--- config.mk ---
export PLATFORM = sky130hd
export DESIGN_NAME = logic_and_bit_ops
export DESIGN_NICKNAME = d
export VERILOG_FILES = /design/src/include/lbo_pkg.sv /design/src/rtl/lbo_bit_mask.sv /design/src/rtl/logic_and_bit_ops.sv
export VERILOG_INCLUDE_DIRS = /design/src /design/src/include
export SDC_FILE = /design/constraint.sdc
export NUM_CORES = 1
export LEC_CHECK = 0
export BUFFER_PORTS_ARGS = -buffer_cell sky130_fd_sc_hd__buf_2
export CAP_MARGIN = 20
export CORE_ASPECT_RATIO = 0.9
export CORE_MARGIN = 10
export CORE_UTILIZATION = 49
export CTS_CLUSTER_DIAMETER = 40
export DETAILED_ROUTE_END_ITERATION = 10
export GPL_ROUTABILITY_DRIVEN = 0
export GPL_TIMING_DRIVEN = 0
export PLACE_DENSITY = 0.79
export SLEW_MARGIN = 15
export SYNTH_ARGS = -nofsm -noshare
export SYNTH_HDL_FRONTEND = slang
export SYNTH_HIERARCHICAL = 1
export SYNTH_SLANG_ARGS = --single-unit
--- constraint.sdc ---
create_clock -name clock -period 1.2 [get_ports clock]
set_input_delay 0.06 -clock clock [delete_from_list [all_inputs] [get_ports clock]]
set_output_delay 0.06 -clock clock [all_outputs]
set_load 0.01 [all_outputs]
--- src/include/lbo_cfg.svh ---
// constants for the logic and bit operations datapath
// assumes inclusion by bare name from the package and design files
`ifndef LBO_CFG_SVH
`define LBO_CFG_SVH
`define LBO_DATA_W 8
`define LBO_ADDR_W 7
`define LBO_ADDR_MAX 7'h7F
`define LBO_BIT_W 3
`define LBO_DEST_WORK 1'h0
`define LBO_DEST_FILE 1'h1
`define LBO_WORK_RESET 8'h00
`define LBO_NULL_RESET 1'h0
`define LBO_OP_CYCLES 1
`endif

--- src/include/lbo_pkg.sv ---
// types for the logic and bit operations datapath
// assumes lbo_cfg.svh is on the include path
`include "lbo_cfg.svh"
package lbo_pkg;
   typedef enum logic [2:0] {
      LBO_OP_NONE = 3'h0,
      LBO_OP_AND_FILE = 3'h1,
      LBO_OP_AND_LIT = 3'h2,
      LBO_OP_CLR_BIT = 3'h3,
      LBO_OP_SET_BIT = 3'h4,
      // working register written from literal, standing in for the rest of the core
      LBO_OP_LOAD_WORK = 3'h5
   } lbo_op_type;
endpackage

--- src/rtl/lbo_bit_mask.sv ---
// one-hot mask generator for a bit position
// assumes bit position is in range of the data width
`timescale 1ns/1ns
`include "lbo_cfg.svh"
module lbo_bit_mask #(
   parameter int DATA_W = `LBO_DATA_W,
   parameter int BIT_W = `LBO_BIT_W
) (
   // position in
   input wire logic [BIT_W-1:0] bitPos,
   // one-hot mask out
   output logic [DATA_W-1:0] mask
);
   if ((1 << BIT_W) != DATA_W) begin
      $error("bit position width does not match data width");
   end

   always_comb begin
      mask = '0;
      mask[bitPos] = 1'h1;
   end
endmodule

--- src/rtl/logic_and_bit_ops.sv ---
// datapath for the AND and single-bit clear/set instructions
// assumes decode presents one operation per cycle with its file operand already read
`timescale 1ns/1ns
`include "lbo_cfg.svh"

// Functional notes
// - and_working_with_file ANDs working_register with file register 0..127, only zero flag, one cycle.
// - destination select 0 writes working_register, 1 writes back the addressed file register.
// - and_working_with_literal ANDs working_register with 8-bit literal into working_register, one cycle.
// - clear_file_bit forces chosen bit 0..7 of file register to zero, no flag change.
// - set_file_bit forces chosen bit 0..7 of file register to one, no flag change.
module logic_and_bit_ops #(
   parameter int DATA_W = `LBO_DATA_W,
   parameter int ADDR_W = `LBO_ADDR_W,
   parameter int BIT_W = `LBO_BIT_W
) (
   // clock and reset
   input wire logic clock,
   input wire logic rst_n,
   // decoded instruction
   input wire lbo_pkg::lbo_op_type opcode,
   input wire logic [ADDR_W-1:0] fileAddr,
   input wire logic [BIT_W-1:0] bitSelect,
   input wire logic resultTargetSelect,
   input wire logic [DATA_W-1:0] literal,
   // file register read data for fileAddr
   input wire logic [DATA_W-1:0] fileReadData,
   // file register write back
   output logic fileWriteEnable,
   output logic [ADDR_W-1:0] fileWriteAddr,
   output logic [DATA_W-1:0] fileWriteData,
   // core state
   output logic [DATA_W-1:0] workingRegister,
   output logic resultNullFlag
);
   // ****************************************
   // parameter checks
   // ****************************************
   // flag, mask and check logic assume a byte wide datapath
   if (DATA_W != `LBO_DATA_W) begin
      $error("datapath width must be one byte");
   end
   // file addresses beyond seven bits have no meaning for this core
   if (ADDR_W < 1 || ADDR_W > `LBO_ADDR_W) begin
      $error("unsupported file address width");
   end
   // every bit select value must name a bit of the byte
   if ((1 << BIT_W) != DATA_W) begin
      $error("bit select width does not match data width");
   end

   // ****************************************
   // state
   // ****************************************
   // outputs are driven straight from this register
   typedef struct packed {
      logic [DATA_W-1:0] work;
      logic nullFlag;
      logic wrEn;
      logic [ADDR_W-1:0] wrAddr;
      logic [DATA_W-1:0] wrData;
   } lbo_state_type;

   lbo_state_type state;
   lbo_state_type next_state;
   logic [DATA_W-1:0] bitMask;
   logic [DATA_W-1:0] andResult;

   lbo_bit_mask #(
      .DATA_W(DATA_W),
      .BIT_W(BIT_W)
   ) u_mask (
      .bitPos(bitSelect),
      .mask(bitMask)
   );

   // ****************************************
   // helpers
   // ****************************************
   function automatic logic isZero(input logic [DATA_W-1:0] value);
      return value == '0;
   endfunction

   // true for the two operations that own the zero flag
   function automatic logic isAndOp(input lbo_pkg::lbo_op_type op);
      return op == lbo_pkg::LBO_OP_AND_FILE || op == lbo_pkg::LBO_OP_AND_LIT;
   endfunction

   // true for every operation that writes a file register
   function automatic logic isWriteOp(input lbo_pkg::lbo_op_type op, input logic target);
      return op == lbo_pkg::LBO_OP_CLR_BIT || op == lbo_pkg::LBO_OP_SET_BIT
         || (op == lbo_pkg::LBO_OP_AND_FILE && target == `LBO_DEST_FILE);
   endfunction

   // one bit forced to the given level, the rest of the byte kept
   function automatic logic [DATA_W-1:0] bitUpdate(input logic [DATA_W-1:0] value, input logic [DATA_W-1:0] onehot,
                                                   input logic level);
      return level ? (value | onehot) : (value & ~onehot);
   endfunction

   // ****************************************
   // next state
   // ****************************************
   // results land in the registered copy, so each op shows one edge after it is taken
   always_comb begin
      next_state = state;
      // the write strobe is a one cycle pulse per write back op
      next_state.wrEn = 1'h0;
      andResult = '0;
      case (opcode)
         lbo_pkg::LBO_OP_AND_FILE: begin
            andResult = state.work & fileReadData;
            next_state.nullFlag = isZero(andResult);
            if (resultTargetSelect == `LBO_DEST_FILE) begin
               next_state.wrEn = 1'h1;
               next_state.wrAddr = fileAddr;
               next_state.wrData = andResult;
            end else begin
               next_state.work = andResult;
            end
         end
         lbo_pkg::LBO_OP_AND_LIT: begin
            andResult = state.work & literal;
            next_state.work = andResult;
            next_state.nullFlag = isZero(andResult);
         end
         lbo_pkg::LBO_OP_CLR_BIT: begin
            next_state.wrEn = 1'h1;
            next_state.wrAddr = fileAddr;
            next_state.wrData = bitUpdate(fileReadData, bitMask, 1'h0);
         end
         lbo_pkg::LBO_OP_SET_BIT: begin
            next_state.wrEn = 1'h1;
            next_state.wrAddr = fileAddr;
            next_state.wrData = bitUpdate(fileReadData, bitMask, 1'h1);
         end
         lbo_pkg::LBO_OP_LOAD_WORK: begin
            // flag left alone, only the and forms own it
            next_state.work = literal;
         end
         default: begin
            next_state.wrEn = 1'h0;
         end
      endcase
   end

   always_ff @(posedge clock or negedge rst_n) begin
      if (!rst_n) begin
         state.work <= `LBO_WORK_RESET;
         state.nullFlag <= `LBO_NULL_RESET;
         state.wrEn <= 1'h0;
         state.wrAddr <= '0;
         state.wrData <= '0;
      end else begin
         state <= next_state;
      end
   end

   assign workingRegister = state.work;
   assign resultNullFlag = state.nullFlag;
   assign fileWriteEnable = state.wrEn;
   assign fileWriteAddr = state.wrAddr;
   assign fileWriteData = state.wrData;

   // ****************************************
   // instruction checks
   // ****************************************
   // each check looks one edge after the op is taken
   a_and_file_work: assert property (@(posedge clock) disable iff (!rst_n)
      (opcode == lbo_pkg::LBO_OP_AND_FILE && !resultTargetSelect) |=>
      workingRegister == ($past(workingRegister) & $past(fileReadData)) && !fileWriteEnable)
      else $error("and with file to working register wrong");
   a_and_file_back: assert property (@(posedge clock) disable iff (!rst_n)
      (opcode == lbo_pkg::LBO_OP_AND_FILE && resultTargetSelect) |=>
      fileWriteEnable && fileWriteData == ($past(workingRegister) & $past(fileReadData))
      && fileWriteAddr == $past(fileAddr) && $stable(workingRegister))
      else $error("and with file write back wrong");
   a_and_literal: assert property (@(posedge clock) disable iff (!rst_n)
      opcode == lbo_pkg::LBO_OP_AND_LIT |=>
      workingRegister == ($past(workingRegister) & $past(literal)) && !fileWriteEnable)
      else $error("and with literal wrong");
   a_clear_bit: assert property (@(posedge clock) disable iff (!rst_n)
      opcode == lbo_pkg::LBO_OP_CLR_BIT |=>
      fileWriteEnable && fileWriteData[$past(bitSelect)] == 1'b0
      && (fileWriteData | (8'h01 << $past(bitSelect))) == ($past(fileReadData) | (8'h01 << $past(bitSelect)))
      && $stable(resultNullFlag) && $stable(workingRegister))
      else $error("clear bit wrong");
   a_set_bit: assert property (@(posedge clock) disable iff (!rst_n)
      opcode == lbo_pkg::LBO_OP_SET_BIT |=>
      fileWriteEnable && fileWriteData == ($past(fileReadData) | (8'h01 << $past(bitSelect)))
      && $stable(resultNullFlag) && $stable(workingRegister))
      else $error("set bit wrong");
   a_zero_flag: assert property (@(posedge clock) disable iff (!rst_n)
      isAndOp(opcode) |=>
      resultNullFlag == (($past(workingRegister) & ($past(opcode) == lbo_pkg::LBO_OP_AND_LIT ?
      $past(literal) : $past(fileReadData))) == 8'h00))
      else $error("zero flag wrong");
   a_idle_quiet: assert property (@(posedge clock) disable iff (!rst_n)
      opcode == lbo_pkg::LBO_OP_NONE |=> !fileWriteEnable && $stable(workingRegister) && $stable(resultNullFlag))
      else $error("idle cycle changed state");
   a_write_pulse: assert property (@(posedge clock) disable iff (!rst_n)
      !isWriteOp(opcode, resultTargetSelect) |=> !fileWriteEnable)
      else $error("spurious file write");
   a_load_work: assert property (@(posedge clock) disable iff (!rst_n)
      opcode == lbo_pkg::LBO_OP_LOAD_WORK |=>
      workingRegister == $past(literal) && $stable(resultNullFlag) && !fileWriteEnable)
      else $error("working register load wrong");
   a_unknown_quiet: assert property (@(posedge clock) disable iff (!rst_n)
      !(opcode inside {lbo_pkg::LBO_OP_NONE, lbo_pkg::LBO_OP_AND_FILE, lbo_pkg::LBO_OP_AND_LIT,
      lbo_pkg::LBO_OP_CLR_BIT, lbo_pkg::LBO_OP_SET_BIT, lbo_pkg::LBO_OP_LOAD_WORK}) |=>
      !fileWriteEnable && $stable(workingRegister) && $stable(resultNullFlag))
      else $error("unknown opcode changed state");

   // ****************************************
   // hold checks
   // ****************************************
   // a stale write address or data would corrupt the next write back on the file side
   a_write_strobe: assert property (@(posedge clock) disable iff (!rst_n)
      isWriteOp(opcode, resultTargetSelect) |=> fileWriteEnable && fileWriteAddr == $past(fileAddr))
      else $error("file write strobe or address wrong");
   a_write_hold: assert property (@(posedge clock) disable iff (!rst_n)
      !isWriteOp(opcode, resultTargetSelect) |=> $stable(fileWriteAddr) && $stable(fileWriteData))
      else $error("write address or data moved");
   // only the two and forms own the zero flag
   a_flag_only_and: assert property (@(posedge clock) disable iff (!rst_n)
      !isAndOp(opcode) |=> $stable(resultNullFlag))
      else $error("zero flag moved outside an and");
endmodule
==> key figures <==
Timing
  • Worst hold slack: 0.0184 ns
  • Slew Viols, Final: 0
  • Worst-Margin Slew: 0.578 ns
  • Post-Route Skew: 0.00200 ns
  • Max-slew headroom: 0.615
  • Max Clk Rate: 834 MHz
  • Tmin final: 1.20 ns
  • Final hold violations: 0
  • Setup tns final: 0 ns
  • RSZ-0062 raised after global routing: yes
  • Final Setup Violations: 0
  • Tcrit/Tclk final: 0.999

Run
  • Max-Cap Viols: 0

Routing
  • Number of remaining DRC errors: 0
  • First-iteration detailed-routing DRC count: 131
  • Drt wl/cell: 18.3 um
  • Number of vias per cell: 5.92
  • TritonRoute pass-1 iters: 6
  • Post-Route WL: 4.75 mm
  • Vias: 1540
  • Post-route ant nets: 0

GRT
  • Initial antenna violation count: 0
  • First-pass GRT wire length: 7.78 mm
  • Global route overflow: 0
  • GRT Overall Usage: 0.165
  • Vias in the first global route: 1598
  • Largest net degree at the start of global routing: 26

Clock tree
  • Worst-path clk slew: 0.14 ns
  • CTS sink cnt: 25
  • H-tree depth: 1
  • CTS tree: done
  • Skew-Pair Late Insertion Delay: 0.32 ns
  • CTS Buffer Depth: 2
  • Total CTS buffers: 3
  • Root buffer cell: clkbuf_4

Critical path
  • Critical Path Source: workingRegister[5]
  • Crit Path Class: flip-flop to flip-flop
  • Critical Path Fanout Max: 4
  • Worst path arrival time: 1.46 ns
  • Req. time, crit path: 1.46 ns
  • Worst Setup Start Kind: flip-flop
  • CP Capture Type: flip-flop
  • R2r startpoint: workingRegister[5]

Pwr
  • Peak VDD IR: 0.722 mV
  • Pwr/cell area: 1240 nW/um^2
  • Leakage: 1.00 nW
  • Total Power: 2.57 mW

Floorplan
  • Die area: 5820 um^2
  • Die H: 73.4 um
  • Std cell rows: 19
  • Core region area: 3040 um^2
  • Die W: 79.3 um
  • I/O pin cnt: 57
  • Initial Utilization: 0.510

Hold path
  • Worst hold-check path type: input pin to flip-flop
  • Min-delay src: literal[6]

Logic synthesis
  • Ys async rst share: 1.00
  • Mapped Nets: 180
  • Count of yosys warnings during synthesis: 6
  • Cell with the most instances after synthesis: dfrtp_1
  • Post-Syn Area: 1550 um^2
  • Post-Syn Instances: 148
  • Top cell type's share of synthesized area: 0.403
  • Main flop type after synthesis: dfrtp_1
  • Synth area leader: dfrtp_1
  • Synth Area per Inst: 10.5 um^2
  • Post-synth cell types: 39
  • Flops & latches, synth: 25
  • Synth top area cells: dfrtp_1, mux2_2, o221ai_1
  • Top cells by count, synth: dfrtp_1, o21ai_0, mux2_2, o221ai_1, nand2_1
  • Number of synthesized flops with an enable pin: 0
  • Post-synthesis sequential area ratio: 0.403

Layout
  • P&R area growth vs syn: 33.7%
  • Share of cells above drive strength 1: 0.427
  • FF+latch area: 626 um^2
  • Fin nets: 251
  • Post-route cell area: 2070 um^2
  • Filler cells: 249
  • Multi-input gate area: 915 um^2
  • # diodes: 0

Place
  • Area after DPL: 1920 um^2
  • Post-DP HPWL: 3.54 mm
  • IO Port Bufs: 54

Status
  • Status: complete, no violations
-- what timing repair did --
item | 4_1_cts | 5_1_grt
cloned | 0 | 0
pin swaps | 0 | 0
hold buffers | 8 | 0
setup endpoints to repair | 1 | 15
setup buffers | 2 | 2
endpoints found under the hold margin | 32 | 0
resized for setup | 1 | 2
-- per-stage QoR --
stage / cells / utilization / setup WS, ns
after floorplan: 148 / - / -0.0354
after global placement: 244 / 0.630 / -0.297
after detailed placement: 244 / 0.630 / -0.340
after CTS: 258 / 0.674 / 0.00343
after global routing: 260 / 0.682 / -0.0602
final: 260 / 0.682 / 0.00116
-- cells by family (layout without fill, tap and decap cells) --
kind of cell | Yosys count | count (layout) | share of synthesized area
buffers and inverters | 9 | 79 | 0.0395
and+or+nand+nor | 43 | 43 | 0.191
DFF | 25 | 25 | 0.403
muxes | 16 | 16 | 0.115
AOI/OAI and AO/OA | 55 | 55 | 0.251
-- state kept, by name, summed over array words and instances (netlist names) --
name / cells
workingRegister: 8
fileWriteAddr: 7
fileWriteEnable: 1
resultNullFlag: 1
fileWriteData: 8
-- power by group --
part,switching (mW),internal [mW]
clock network,0.265,0.127
registers,0.151,1.02
logic,0.500,0.511
-- cell usage in the layout, fill, tap and decap left out, types with 5 or more instances in the layout --
cell type / netlist / layout
mux2_2: 15 / 6
o221ai_1: 15 / 15
a21oi_1: 8 / 8
buf_6: 3 / 5
nand2_1: 12 / 11
a22oi_1: 8 / 8
mux2_4: 0 / 9
o21ai_0: 16 / 16
nand2b_1: 9 / 9
buf_2: 1 / 54
dfrtp_1: 25 / 25
dlygate4sd3_1: 0 / 8
-- cell type report --
| cell class | instances | share of cell area |
|---|---|---|
| well taps | 42 | 0.0253 |
| clock buffers | 3 | 0.0109 |
| inverters | 2 | 0.00362 |
| flip-flops and latches | 25 | 0.302 |
| plain buffers | 7 | 0.0308 |
| repair buffers | 66 | 0.183 |
| clock inverters | 1 | 0.00362 |
| multi-input cells | 114 | 0.441 |
-- layer usage --
metal	routed length (um)	GRT usage	share of wire
met1	1920	0.196	0.41
met2	2360	0.280	0.50
met3	396	0.0488	0.083
met4	67	0.0537	0.014
met5	0	0	0
-- critical path: stages (launching register included) --
cell	delay (ns)
dfrtp_1	0.44
a22o_1	0.22
a221oi_2	0.20
a41oi_1	0.14
a21oi_1	0.12
-- worst paths after layout --
check | to | cells past startpoint | slack (ns)
setup / recovery | resultNullFlag | 4 | 0.001
hold / removal | workingRegister[6] | 3 | 0.02
setup reg to reg | resultNullFlag | 4 | 0.001
hold reg to reg | fileWriteAddr[4] | 1 | 0.52
max in group asynchronous | fileWriteData[6] | 2 | 0.57
min in group asynchronous | workingRegister[2] | 2 | 0.25
No activity file was read; power rests on OpenSTA's default activity.
